**src/level_ctrl_defs.svh**
```systemverilog
`ifndef LEVEL_CTRL_DEFS_SVH
`define LEVEL_CTRL_DEFS_SVH
// ==========================================
// Register subaddresses
`define ADDR_LOOP_ENABLE 8'h26
`define ADDR_FILTER_COEFFS 8'h28
`define ADDR_FINE_CLAMP 8'h2a
`define ADDR_POWER_DOWN 8'h2b
`define ADDR_CONV_SETUP 8'h2c
`define ADDR_COARSE_CLAMP 8'h2d
`define ADDR_GREEN_SYNC_CLAMP 8'h2e
`define ADDR_WINDOW_DELAY 8'h31
// ==========================================
// Reset values
`define RST_LOOP_ENABLE 8'h00
`define RST_FILTER_COEFFS 8'h00
`define RST_FINE_CLAMP 8'h00
`define RST_POWER_DOWN 8'h00
`define RST_CONV_SETUP 8'h00
`define RST_COARSE_CLAMP 8'h00
`define RST_GREEN_SYNC_CLAMP 8'h00
`define RST_WINDOW_DELAY 8'h00
// ==========================================
// Field positions and writable masks
`define LOOP_ENABLE_BIT 7
`define HORIZ_LSB 0
`define VERT_LSB 3
`define MASK_LOOP_ENABLE 8'h80
`define MASK_FILTER_COEFFS 8'h7f
`define MASK_FINE_CLAMP 8'h1f
`define MASK_POWER_DOWN 8'h7f
`define MASK_CONV_SETUP 8'hff
`define MASK_COARSE_CLAMP 8'hc7
`define MASK_GREEN_SYNC_CLAMP 8'h80
`define MASK_WINDOW_DELAY 8'hff
`endif

```
**src/level_ctrl_pkg.sv**
```systemverilog
package level_ctrl_pkg;
	typedef logic [7:0] reg_byte_t;
	typedef logic signed [15:0] level_t;
	typedef enum logic [2:0] {
		ST_IDLE = 3'b001,
		ST_WAIT = 3'b010,
		ST_SAMPLE = 3'b100
	} loop_state_t;
endpackage

```
**src/level_ctrl.sv**
```systemverilog
`timescale 1ns/1ps
`include "level_ctrl_defs.svh"
module level_ctrl
	import level_ctrl_pkg::*;
(
	// Clock and reset
	input wire logic clock,
	input wire logic sys_rst,
	// Register port from serial control slave
	input wire logic [7:0] reg_addr,
	input wire logic reg_wr,
	input wire logic [7:0] reg_wdata,
	input wire logic reg_rd,
	output logic [7:0] reg_rdata,
	// Video timing, converter samples and level target
	input wire logic hsync_start,
	input wire logic [9:0] blank_sample,
	input wire level_ctrl_pkg::level_t level_target,
	// Level loop outputs
	output logic level_window,
	output level_ctrl_pkg::level_t level_offset,
	output logic level_update,
	// Clamp, power and converter setup controls
	output logic [2:0] fine_clamp_on,
	output logic [1:0] fine_time_const,
	output logic [2:0] coarse_clamp_on,
	output logic [1:0] coarse_charge_current,
	output logic green_sync_clamp_enable,
	output logic [3:0] block_powerdown,
	output logic [2:0] converter_powerdown,
	output logic [7:0] converter_setup_out
);
	import level_ctrl_pkg::*;

	// ==========================================
	// Register file
	reg_byte_t level_loop_reg, next_level_loop_reg;
	reg_byte_t level_filter_coeffs, next_level_filter_coeffs;
	reg_byte_t fine_clamp_ctrl, next_fine_clamp_ctrl;
	reg_byte_t power_down_ctrl, next_power_down_ctrl;
	reg_byte_t converter_setup, next_converter_setup;
	reg_byte_t coarse_clamp_ctrl, next_coarse_clamp_ctrl;
	reg_byte_t green_sync_clamp, next_green_sync_clamp;
	reg_byte_t level_window_delay, next_level_window_delay;
	reg_byte_t next_reg_rdata;

	// ==========================================
	// Register access decode
	function automatic logic wr_hit(input logic [7:0] addr);
		wr_hit = reg_wr && reg_addr == addr;
	endfunction

	function automatic reg_byte_t wr_field(input reg_byte_t cur, input reg_byte_t mask,
		input logic hit);
		// Reserved bits never store, so they always read back as zero
		wr_field = hit ? (reg_wdata & mask) : cur;
	endfunction

	function automatic reg_byte_t read_mux(input logic [7:0] addr);
		unique case (addr)
			`ADDR_LOOP_ENABLE: read_mux = level_loop_reg;
			`ADDR_FILTER_COEFFS: read_mux = level_filter_coeffs;
			`ADDR_FINE_CLAMP: read_mux = fine_clamp_ctrl;
			`ADDR_POWER_DOWN: read_mux = power_down_ctrl;
			`ADDR_CONV_SETUP: read_mux = converter_setup;
			`ADDR_COARSE_CLAMP: read_mux = coarse_clamp_ctrl;
			`ADDR_GREEN_SYNC_CLAMP: read_mux = green_sync_clamp;
			`ADDR_WINDOW_DELAY: read_mux = level_window_delay;
			// Unmapped subaddresses read as zero
			default: read_mux = 8'h00;
		endcase
	endfunction

	// ==========================================
	// Register write and read next values
	always_comb begin
		next_level_loop_reg = wr_field(level_loop_reg, `MASK_LOOP_ENABLE,
			wr_hit(`ADDR_LOOP_ENABLE));
		next_level_filter_coeffs = wr_field(level_filter_coeffs, `MASK_FILTER_COEFFS,
			wr_hit(`ADDR_FILTER_COEFFS));
		next_fine_clamp_ctrl = wr_field(fine_clamp_ctrl, `MASK_FINE_CLAMP,
			wr_hit(`ADDR_FINE_CLAMP));
		next_power_down_ctrl = wr_field(power_down_ctrl, `MASK_POWER_DOWN,
			wr_hit(`ADDR_POWER_DOWN));
		next_converter_setup = wr_field(converter_setup, `MASK_CONV_SETUP,
			wr_hit(`ADDR_CONV_SETUP));
		next_coarse_clamp_ctrl = wr_field(coarse_clamp_ctrl, `MASK_COARSE_CLAMP,
			wr_hit(`ADDR_COARSE_CLAMP));
		next_green_sync_clamp = wr_field(green_sync_clamp, `MASK_GREEN_SYNC_CLAMP,
			wr_hit(`ADDR_GREEN_SYNC_CLAMP));
		next_level_window_delay = wr_field(level_window_delay, `MASK_WINDOW_DELAY,
			wr_hit(`ADDR_WINDOW_DELAY));
		// Read data holds until the next read strobe
		next_reg_rdata = reg_rdata;
		if (reg_rd) begin
			next_reg_rdata = read_mux(reg_addr);
		end
	end

	always_ff @(posedge clock) begin
		if (sys_rst) begin
			level_loop_reg <= `RST_LOOP_ENABLE;
			level_filter_coeffs <= `RST_FILTER_COEFFS;
			fine_clamp_ctrl <= `RST_FINE_CLAMP;
			power_down_ctrl <= `RST_POWER_DOWN;
			converter_setup <= `RST_CONV_SETUP;
			coarse_clamp_ctrl <= `RST_COARSE_CLAMP;
			green_sync_clamp <= `RST_GREEN_SYNC_CLAMP;
			level_window_delay <= `RST_WINDOW_DELAY;
			reg_rdata <= 8'h00;
		end else begin
			level_loop_reg <= next_level_loop_reg;
			level_filter_coeffs <= next_level_filter_coeffs;
			fine_clamp_ctrl <= next_fine_clamp_ctrl;
			power_down_ctrl <= next_power_down_ctrl;
			converter_setup <= next_converter_setup;
			coarse_clamp_ctrl <= next_coarse_clamp_ctrl;
			green_sync_clamp <= next_green_sync_clamp;
			level_window_delay <= next_level_window_delay;
			reg_rdata <= next_reg_rdata;
		end
	end

	// ==========================================
	// Static controls, registered again so every output is a flop
	logic [2:0] next_fine_clamp_on;
	logic [1:0] next_fine_time_const;
	logic [2:0] next_coarse_clamp_on;
	logic [1:0] next_coarse_charge_current;
	logic next_green_sync_clamp_enable;
	logic [3:0] next_block_powerdown;
	logic [2:0] next_converter_powerdown;
	logic [7:0] next_converter_setup_out;

	// Outputs lag their register by one edge; the host cannot see the gap
	always_comb begin
		next_fine_clamp_on = fine_clamp_ctrl[2:0];
		next_fine_time_const = fine_clamp_ctrl[4:3];
		next_coarse_clamp_on = coarse_clamp_ctrl[2:0];
		next_coarse_charge_current = coarse_clamp_ctrl[7:6];
		next_green_sync_clamp_enable = green_sync_clamp[7];
		next_block_powerdown = power_down_ctrl[6:3];
		next_converter_powerdown = power_down_ctrl[2:0];
		next_converter_setup_out = converter_setup;
	end

	always_ff @(posedge clock) begin
		if (sys_rst) begin
			fine_clamp_on <= 3'h0;
			fine_time_const <= 2'h0;
			coarse_clamp_on <= 3'h0;
			coarse_charge_current <= 2'h0;
			green_sync_clamp_enable <= 1'b0;
			block_powerdown <= 4'h0;
			converter_powerdown <= 3'h0;
			converter_setup_out <= 8'h00;
		end else begin
			fine_clamp_on <= next_fine_clamp_on;
			fine_time_const <= next_fine_time_const;
			coarse_clamp_on <= next_coarse_clamp_on;
			coarse_charge_current <= next_coarse_charge_current;
			green_sync_clamp_enable <= next_green_sync_clamp_enable;
			block_powerdown <= next_block_powerdown;
			converter_powerdown <= next_converter_powerdown;
			converter_setup_out <= next_converter_setup_out;
		end
	end

	// ==========================================
	// Level loop: delay, sample, average, correct
	loop_state_t state, next_state;
	// Both counters reload per line, never free running
	logic [7:0] delay_cnt, next_delay_cnt;
	logic [7:0] sample_cnt, next_sample_cnt;
	logic [16:0] sum, next_sum;
	logic signed [15:0] next_level_offset;
	logic next_level_window, next_level_update;
	logic loop_on;
	logic [2:0] horiz_sample_coeff;
	logic [3:0] vert_correction_coeff;
	logic [7:0] sample_target;
	logic signed [17:0] avg_level, err, step, acc;


	assign loop_on = level_loop_reg[`LOOP_ENABLE_BIT];
	assign horiz_sample_coeff = level_filter_coeffs[`HORIZ_LSB +: 3];
	assign vert_correction_coeff = level_filter_coeffs[`VERT_LSB +: 4];
	assign sample_target = 8'((9'h001 << horiz_sample_coeff) - 9'h001);

	// Saturate rather than wrap, so a large error cannot flip the offset sign
	function automatic level_t sat16(input logic signed [17:0] value);
		if (value > 18'sd32767) begin
			sat16 = 16'sh7fff;
		end else if (value < -18'sd32768) begin
			sat16 = -16'sh8000;
		end else begin
			sat16 = value[15:0];
		end
	endfunction

	// ==========================================
	// Correction arithmetic for the line update
	always_comb begin
		avg_level = 18'(($unsigned(sum) + 17'(blank_sample))
			>> horiz_sample_coeff);
		err = 18'(level_target) - avg_level;
		// Arithmetic shift keeps the sign of a negative error
		step = err >>> vert_correction_coeff;
		acc = 18'(level_offset) + step;
	end

	// ==========================================
	// Loop state machine
	always_comb begin
		next_state = state;
		next_delay_cnt = delay_cnt;
		next_sample_cnt = sample_cnt;
		next_sum = sum;
		next_level_offset = level_offset;
		next_level_window = 1'b0;
		next_level_update = 1'b0;
		if (!loop_on) begin
			// Clearing the enable mid-line drops the line without an update
			next_state = ST_IDLE;
		end else begin
			unique case (state)
				ST_IDLE: begin
					// Sync pulses while busy are ignored, not held until the line ends
					if (hsync_start) begin
						next_state = ST_WAIT;
						next_delay_cnt = level_window_delay;
					end
				end
				ST_WAIT: begin
					// Counting down to zero puts the window D+1 edges after sync
					if (delay_cnt == 8'h00) begin
						next_state = ST_SAMPLE;
						next_sample_cnt = 8'h00;
						next_sum = 17'h00000;
						next_level_window = 1'b1;
					end else begin
						next_delay_cnt = delay_cnt - 8'h01;
					end
				end
				ST_SAMPLE: begin
					next_level_window = 1'b1;
					next_sum = sum + 17'(blank_sample);
					next_sample_cnt = sample_cnt + 8'h01;
					// Last sample joins combinationally, so all N reach the average
					if (sample_cnt == sample_target) begin
						next_level_offset = sat16(acc);
						next_level_update = 1'b1;
						next_level_window = 1'b0;
						next_state = ST_IDLE;
					end
				end
			endcase
		end
	end

	// ==========================================
	// Loop registers
	always_ff @(posedge clock) begin
		if (sys_rst) begin
			state <= ST_IDLE;
			delay_cnt <= 8'h00;
			sample_cnt <= 8'h00;
			sum <= 17'h00000;
			level_offset <= 16'sh0000;
			level_window <= 1'b0;
			level_update <= 1'b0;
		end else begin
			state <= next_state;
			delay_cnt <= next_delay_cnt;
			sample_cnt <= next_sample_cnt;
			sum <= next_sum;
			level_offset <= next_level_offset;
			level_window <= next_level_window;
			level_update <= next_level_update;
		end
	end
endmodule

```
**config.mk**
```make
export PLATFORM = sky130hd
export DESIGN_NAME = level_ctrl
export DESIGN_NICKNAME = d
export VERILOG_FILES = /design/src/level_ctrl_pkg.sv /design/src/level_ctrl.sv
export VERILOG_INCLUDE_DIRS = /design/src
export SDC_FILE = /design/constraint.sdc
export NUM_CORES = 1
export LEC_CHECK = 0
export BUFFER_PORTS_ARGS = -buffer_cell sky130_fd_sc_hd__clkbuf_2
export CORE_MARGIN = 5
export CORE_UTILIZATION = 34
export CTS_CLUSTER_DIAMETER = 30
export CTS_CLUSTER_SIZE = 8
export DETAILED_ROUTE_END_ITERATION = 10
export PLACE_DENSITY_LB_ADDON = 0.12
export SLEW_MARGIN = 10
export SYNTH_ARGS = -nofsm -noshare
export SYNTH_HDL_FRONTEND = slang
export SYNTH_SLANG_ARGS = --single-unit
```
**constraint.sdc**
```tcl
create_clock -name clock -period 10.06 [get_ports clock]
set_input_delay 1.006 -clock clock [delete_from_list [all_inputs] [get_ports clock]]
set_output_delay 1.006 -clock clock [all_outputs]
set_load 0.05 [all_outputs]
```
==> results.toml <==
[yosys]
syn_area_per_cell_um2 = 7.82
syn_nets = 1272
ys_ff_latch = 130
yosysSeqAreaShare_pct = 28.3
ys_warn_count = 0
synth_edf_count = 0
ys_top_cells_by_area = "dfxtp_1, a21oi_1, ha_1"
synth_top_area_share_pct = 28.3
synth_cells = 1176
ys.flop_type = "dfxtp_1"
syn_area_um2 = 9200
yosys.area.top_type = "dfxtp_1"
async_reset_ff_share_pct = 0
synth_cell_types = 77

[sta]
timing.fmax_mhz = 109
drv_slew = 0
setup_viol = 0
relSlewSlack_pct = 14.3
tightest_slew_ns = 1.28
skew_ns = 0.0106
period_minus_slack_ns = 9.18
rsz0062_at_grt = "no"
fin_tns_setup_ns = 0
hold_viol = 0
post-route-period-util_pct = 91.2

[worst_setup_path]
start_kind = "input pin"
path_buf_inv = 3
critPathTopFamily = "compound AO/OA/AOI/OAI gates"
critPathKind = "in -> reg"
cp.arrival_ns = 9.52
required_ns = 10.40
slowest_stage = "mux4_2"
slowest_delay_ns = 0.55
crit_path_end_kind = "register"
path_max_fanout = 13

[cts]
htreeDepth = 4
root_buffer = "clkbuf_16"
clk_pin_slew_ns = 0.06
cts.sinks = 130
postCtsSetupBuffers = 0
postCtsHoldBufs = 0
cts_tree = "done"
cts_buffer_depth = 2
post_cts_resized = 0
cts_buffers = 17
clock_latency_ns = 0.43

[final_layout]
top_register = "sum"
insertedDiodeCount = 0
fill_cells = 2811
largest_reg_flops = 17
design_area_um2 = 10500
regArea_um2 = 2600
multi_input_area_um2 = 6240
drive_gt1_share_pct = 15.1
syn_to_final_growth_pct = 14.3
fin_util_pct = 39.2
fin_nets = 1334
reg_top3 = "sum x17, level_offset x16"

[route]
dr_total_vias = 8939
wirelength_um = 28900
post_drt_wl_per_cell_um = 18.2
dr.pass1.iters = 5
ant_nets = 0
via_per_inst = 5.61
drt_iter0_drc = 599
drc = 0

[floorplanning]
die_area_um2 = 30400
fp-row-count = 60
io_pins = 99
die_h_um = 174
initial_core_util_pct = 34.3
fp.coreArea_um2 = 26800
die_x_um = 174

[run]
max-cap-violations = 0

[status]
status = "finished clean"

[pwr]
total_power_uw = 1370
leakagePower_uw = 0.00423
ir_worst_vdd_v = 0.000107
p_per_area_nw_per_um2 = 130

[global_routing]
grt_overflow = 0
grt_pass1_wl_um = 45400
grt_antenna_before_repair = 0
grt_max_degree = 63
grt_pass1_vias = 8267
grt_usage_pct = 18.3

[place]
gp_congestion = 0.842
portBuffers = 98
hpwl_um = 21600
placed_area_um2 = 9930

[worst_hold_path]
hold_class = "reg -> reg"
[layout by cell type, fill, tap and decap left out, types with 5 or more instances in the layout]
cell type  instances
a21oi_1          131
mux2i_1           42
a31oi_1           10
nand4_1           10
ha_1              46
nor3_1            18
or2_2              9
o21a_1             7
mux4_2             8
or3_1              5
a22o_1             6
dfxtp_1          130
a211oi_2          11
buf_4             12
clkbuf_2          97
nor4_1             7
and3_1             6
nand2_1          104
and2_1             9
a21o_1            22
o22ai_1            7
nor2_1           140
o21bai_1           6
a222oi_1           5
nand3_1           51
o21ai_0           67
a211o_1            9
a22oi_1           28
xnor2_1           20
o211ai_1           6
inv_1             23
nor2b_1           32
a211oi_1          27
nand2b_1          13
clkbuf_16         17
xor2_1            18
mux2_2             5
[metal layers]
layer / part of all wire [%] / up-vias / track usage [%]
met4: 1.5 / 0 / 4.75
met1: 47 / 4280 / 24.7
met3: 3.3 / 25 / 2.65
met2: 48 / 182 / 30.8
li1: - / 4452 / -
met5: 0 / - / 0
[path summary, 6_finish.rpt]
| path | from | to | slack [ns] | cells after the start |
|---|---|---|---|---|
| setup / recovery | blank_sample[0] | level_offset[14]$_SDFFE_PP0P_ | 0.88 | 32 |
| hold reg to reg | state[1]$_SDFFE_PP0P_ | state[0]$_SDFFE_PP1P_ | 0.47 | 1 |
| setup reg to reg | sum[0]$_SDFFE_PP0P_ | level_offset[14]$_SDFFE_PP0P_ | 1.25 | 31 |
| hold / removal | state[1]$_SDFFE_PP0P_ | state[0]$_SDFFE_PP1P_ | 0.47 | 1 |
[synth_stat cells (20+ instances only)]
cell type and instances:
xnor2_1 20, a22oi_1 28, mux2i_1 42, nor2b_1 32, a21oi_1 131, a211oi_1 27
dfxtp_1 130, nand2_1 104, nor2_1 140, o21ai_0 67, ha_1 46, inv_1 23
a21o_1 22, clkbuf_1 54, nand3_1 51
[cell type report]
type | instances | share of cell area (%)
Inverter | 25 | 0.892
Multi-Input combinational cell | 955 | 59.3
Clock buffer | 18 | 4.08
Sequential cell | 130 | 24.7
Clock inverter | 14 | 1.47
Timing Repair Buffer | 109 | 5.47
Tap cell | 341 | 4.06
[per-stage QoR]
step / cells / hold slack, ns / setup WS [ns]
floorplan: 1176 / 0.436 / 1.78
global placement: 1560 / 0.458 / 0.754
CTS: 1592 / 0.466 / 0.942
finish: 1592 / 0.466 / 0.883
detailed placement: 1560 / 0.457 / 0.524
global route: 1592 / 0.496 / 0.356
[logic make-up after synthesis]
family,after synthesis,share of synthesized area [%]
buffers and inverters,91,3.93
xor gates and xnor gates,41,4.15
and+or+nand+nor,416,21.1
DFF,130,28.3
AOI/OAI and AO/OA,394,28.5
muxes,55,7.14
adders and majority gates,49,6.91
[worst register-to-register path: cells and delay by family, from the launching register on]
| family | cells | cell delay (ns) |
|---|---|---|
| compound gates | 18 | 4.78 |
| fa+ha+maj | 4 | 1.31 |
| mux | 3 | 1.30 |
| buf+inv | 2 | 0.42 |
| simple gates | 3 | 0.36 |
| flops | 1 | 0.31 |
| xor+xnor | 1 | 0.24 |
[where the power goes]
part | switching, µW | leakage, µW | internal, µW
Clock | 256 | 0.000287 | 369
Sequential | 0.326 | 0.00105 | 515
Combinational | 139 | 0.00289 | 87.6
(Power assumes the default switching activity.)
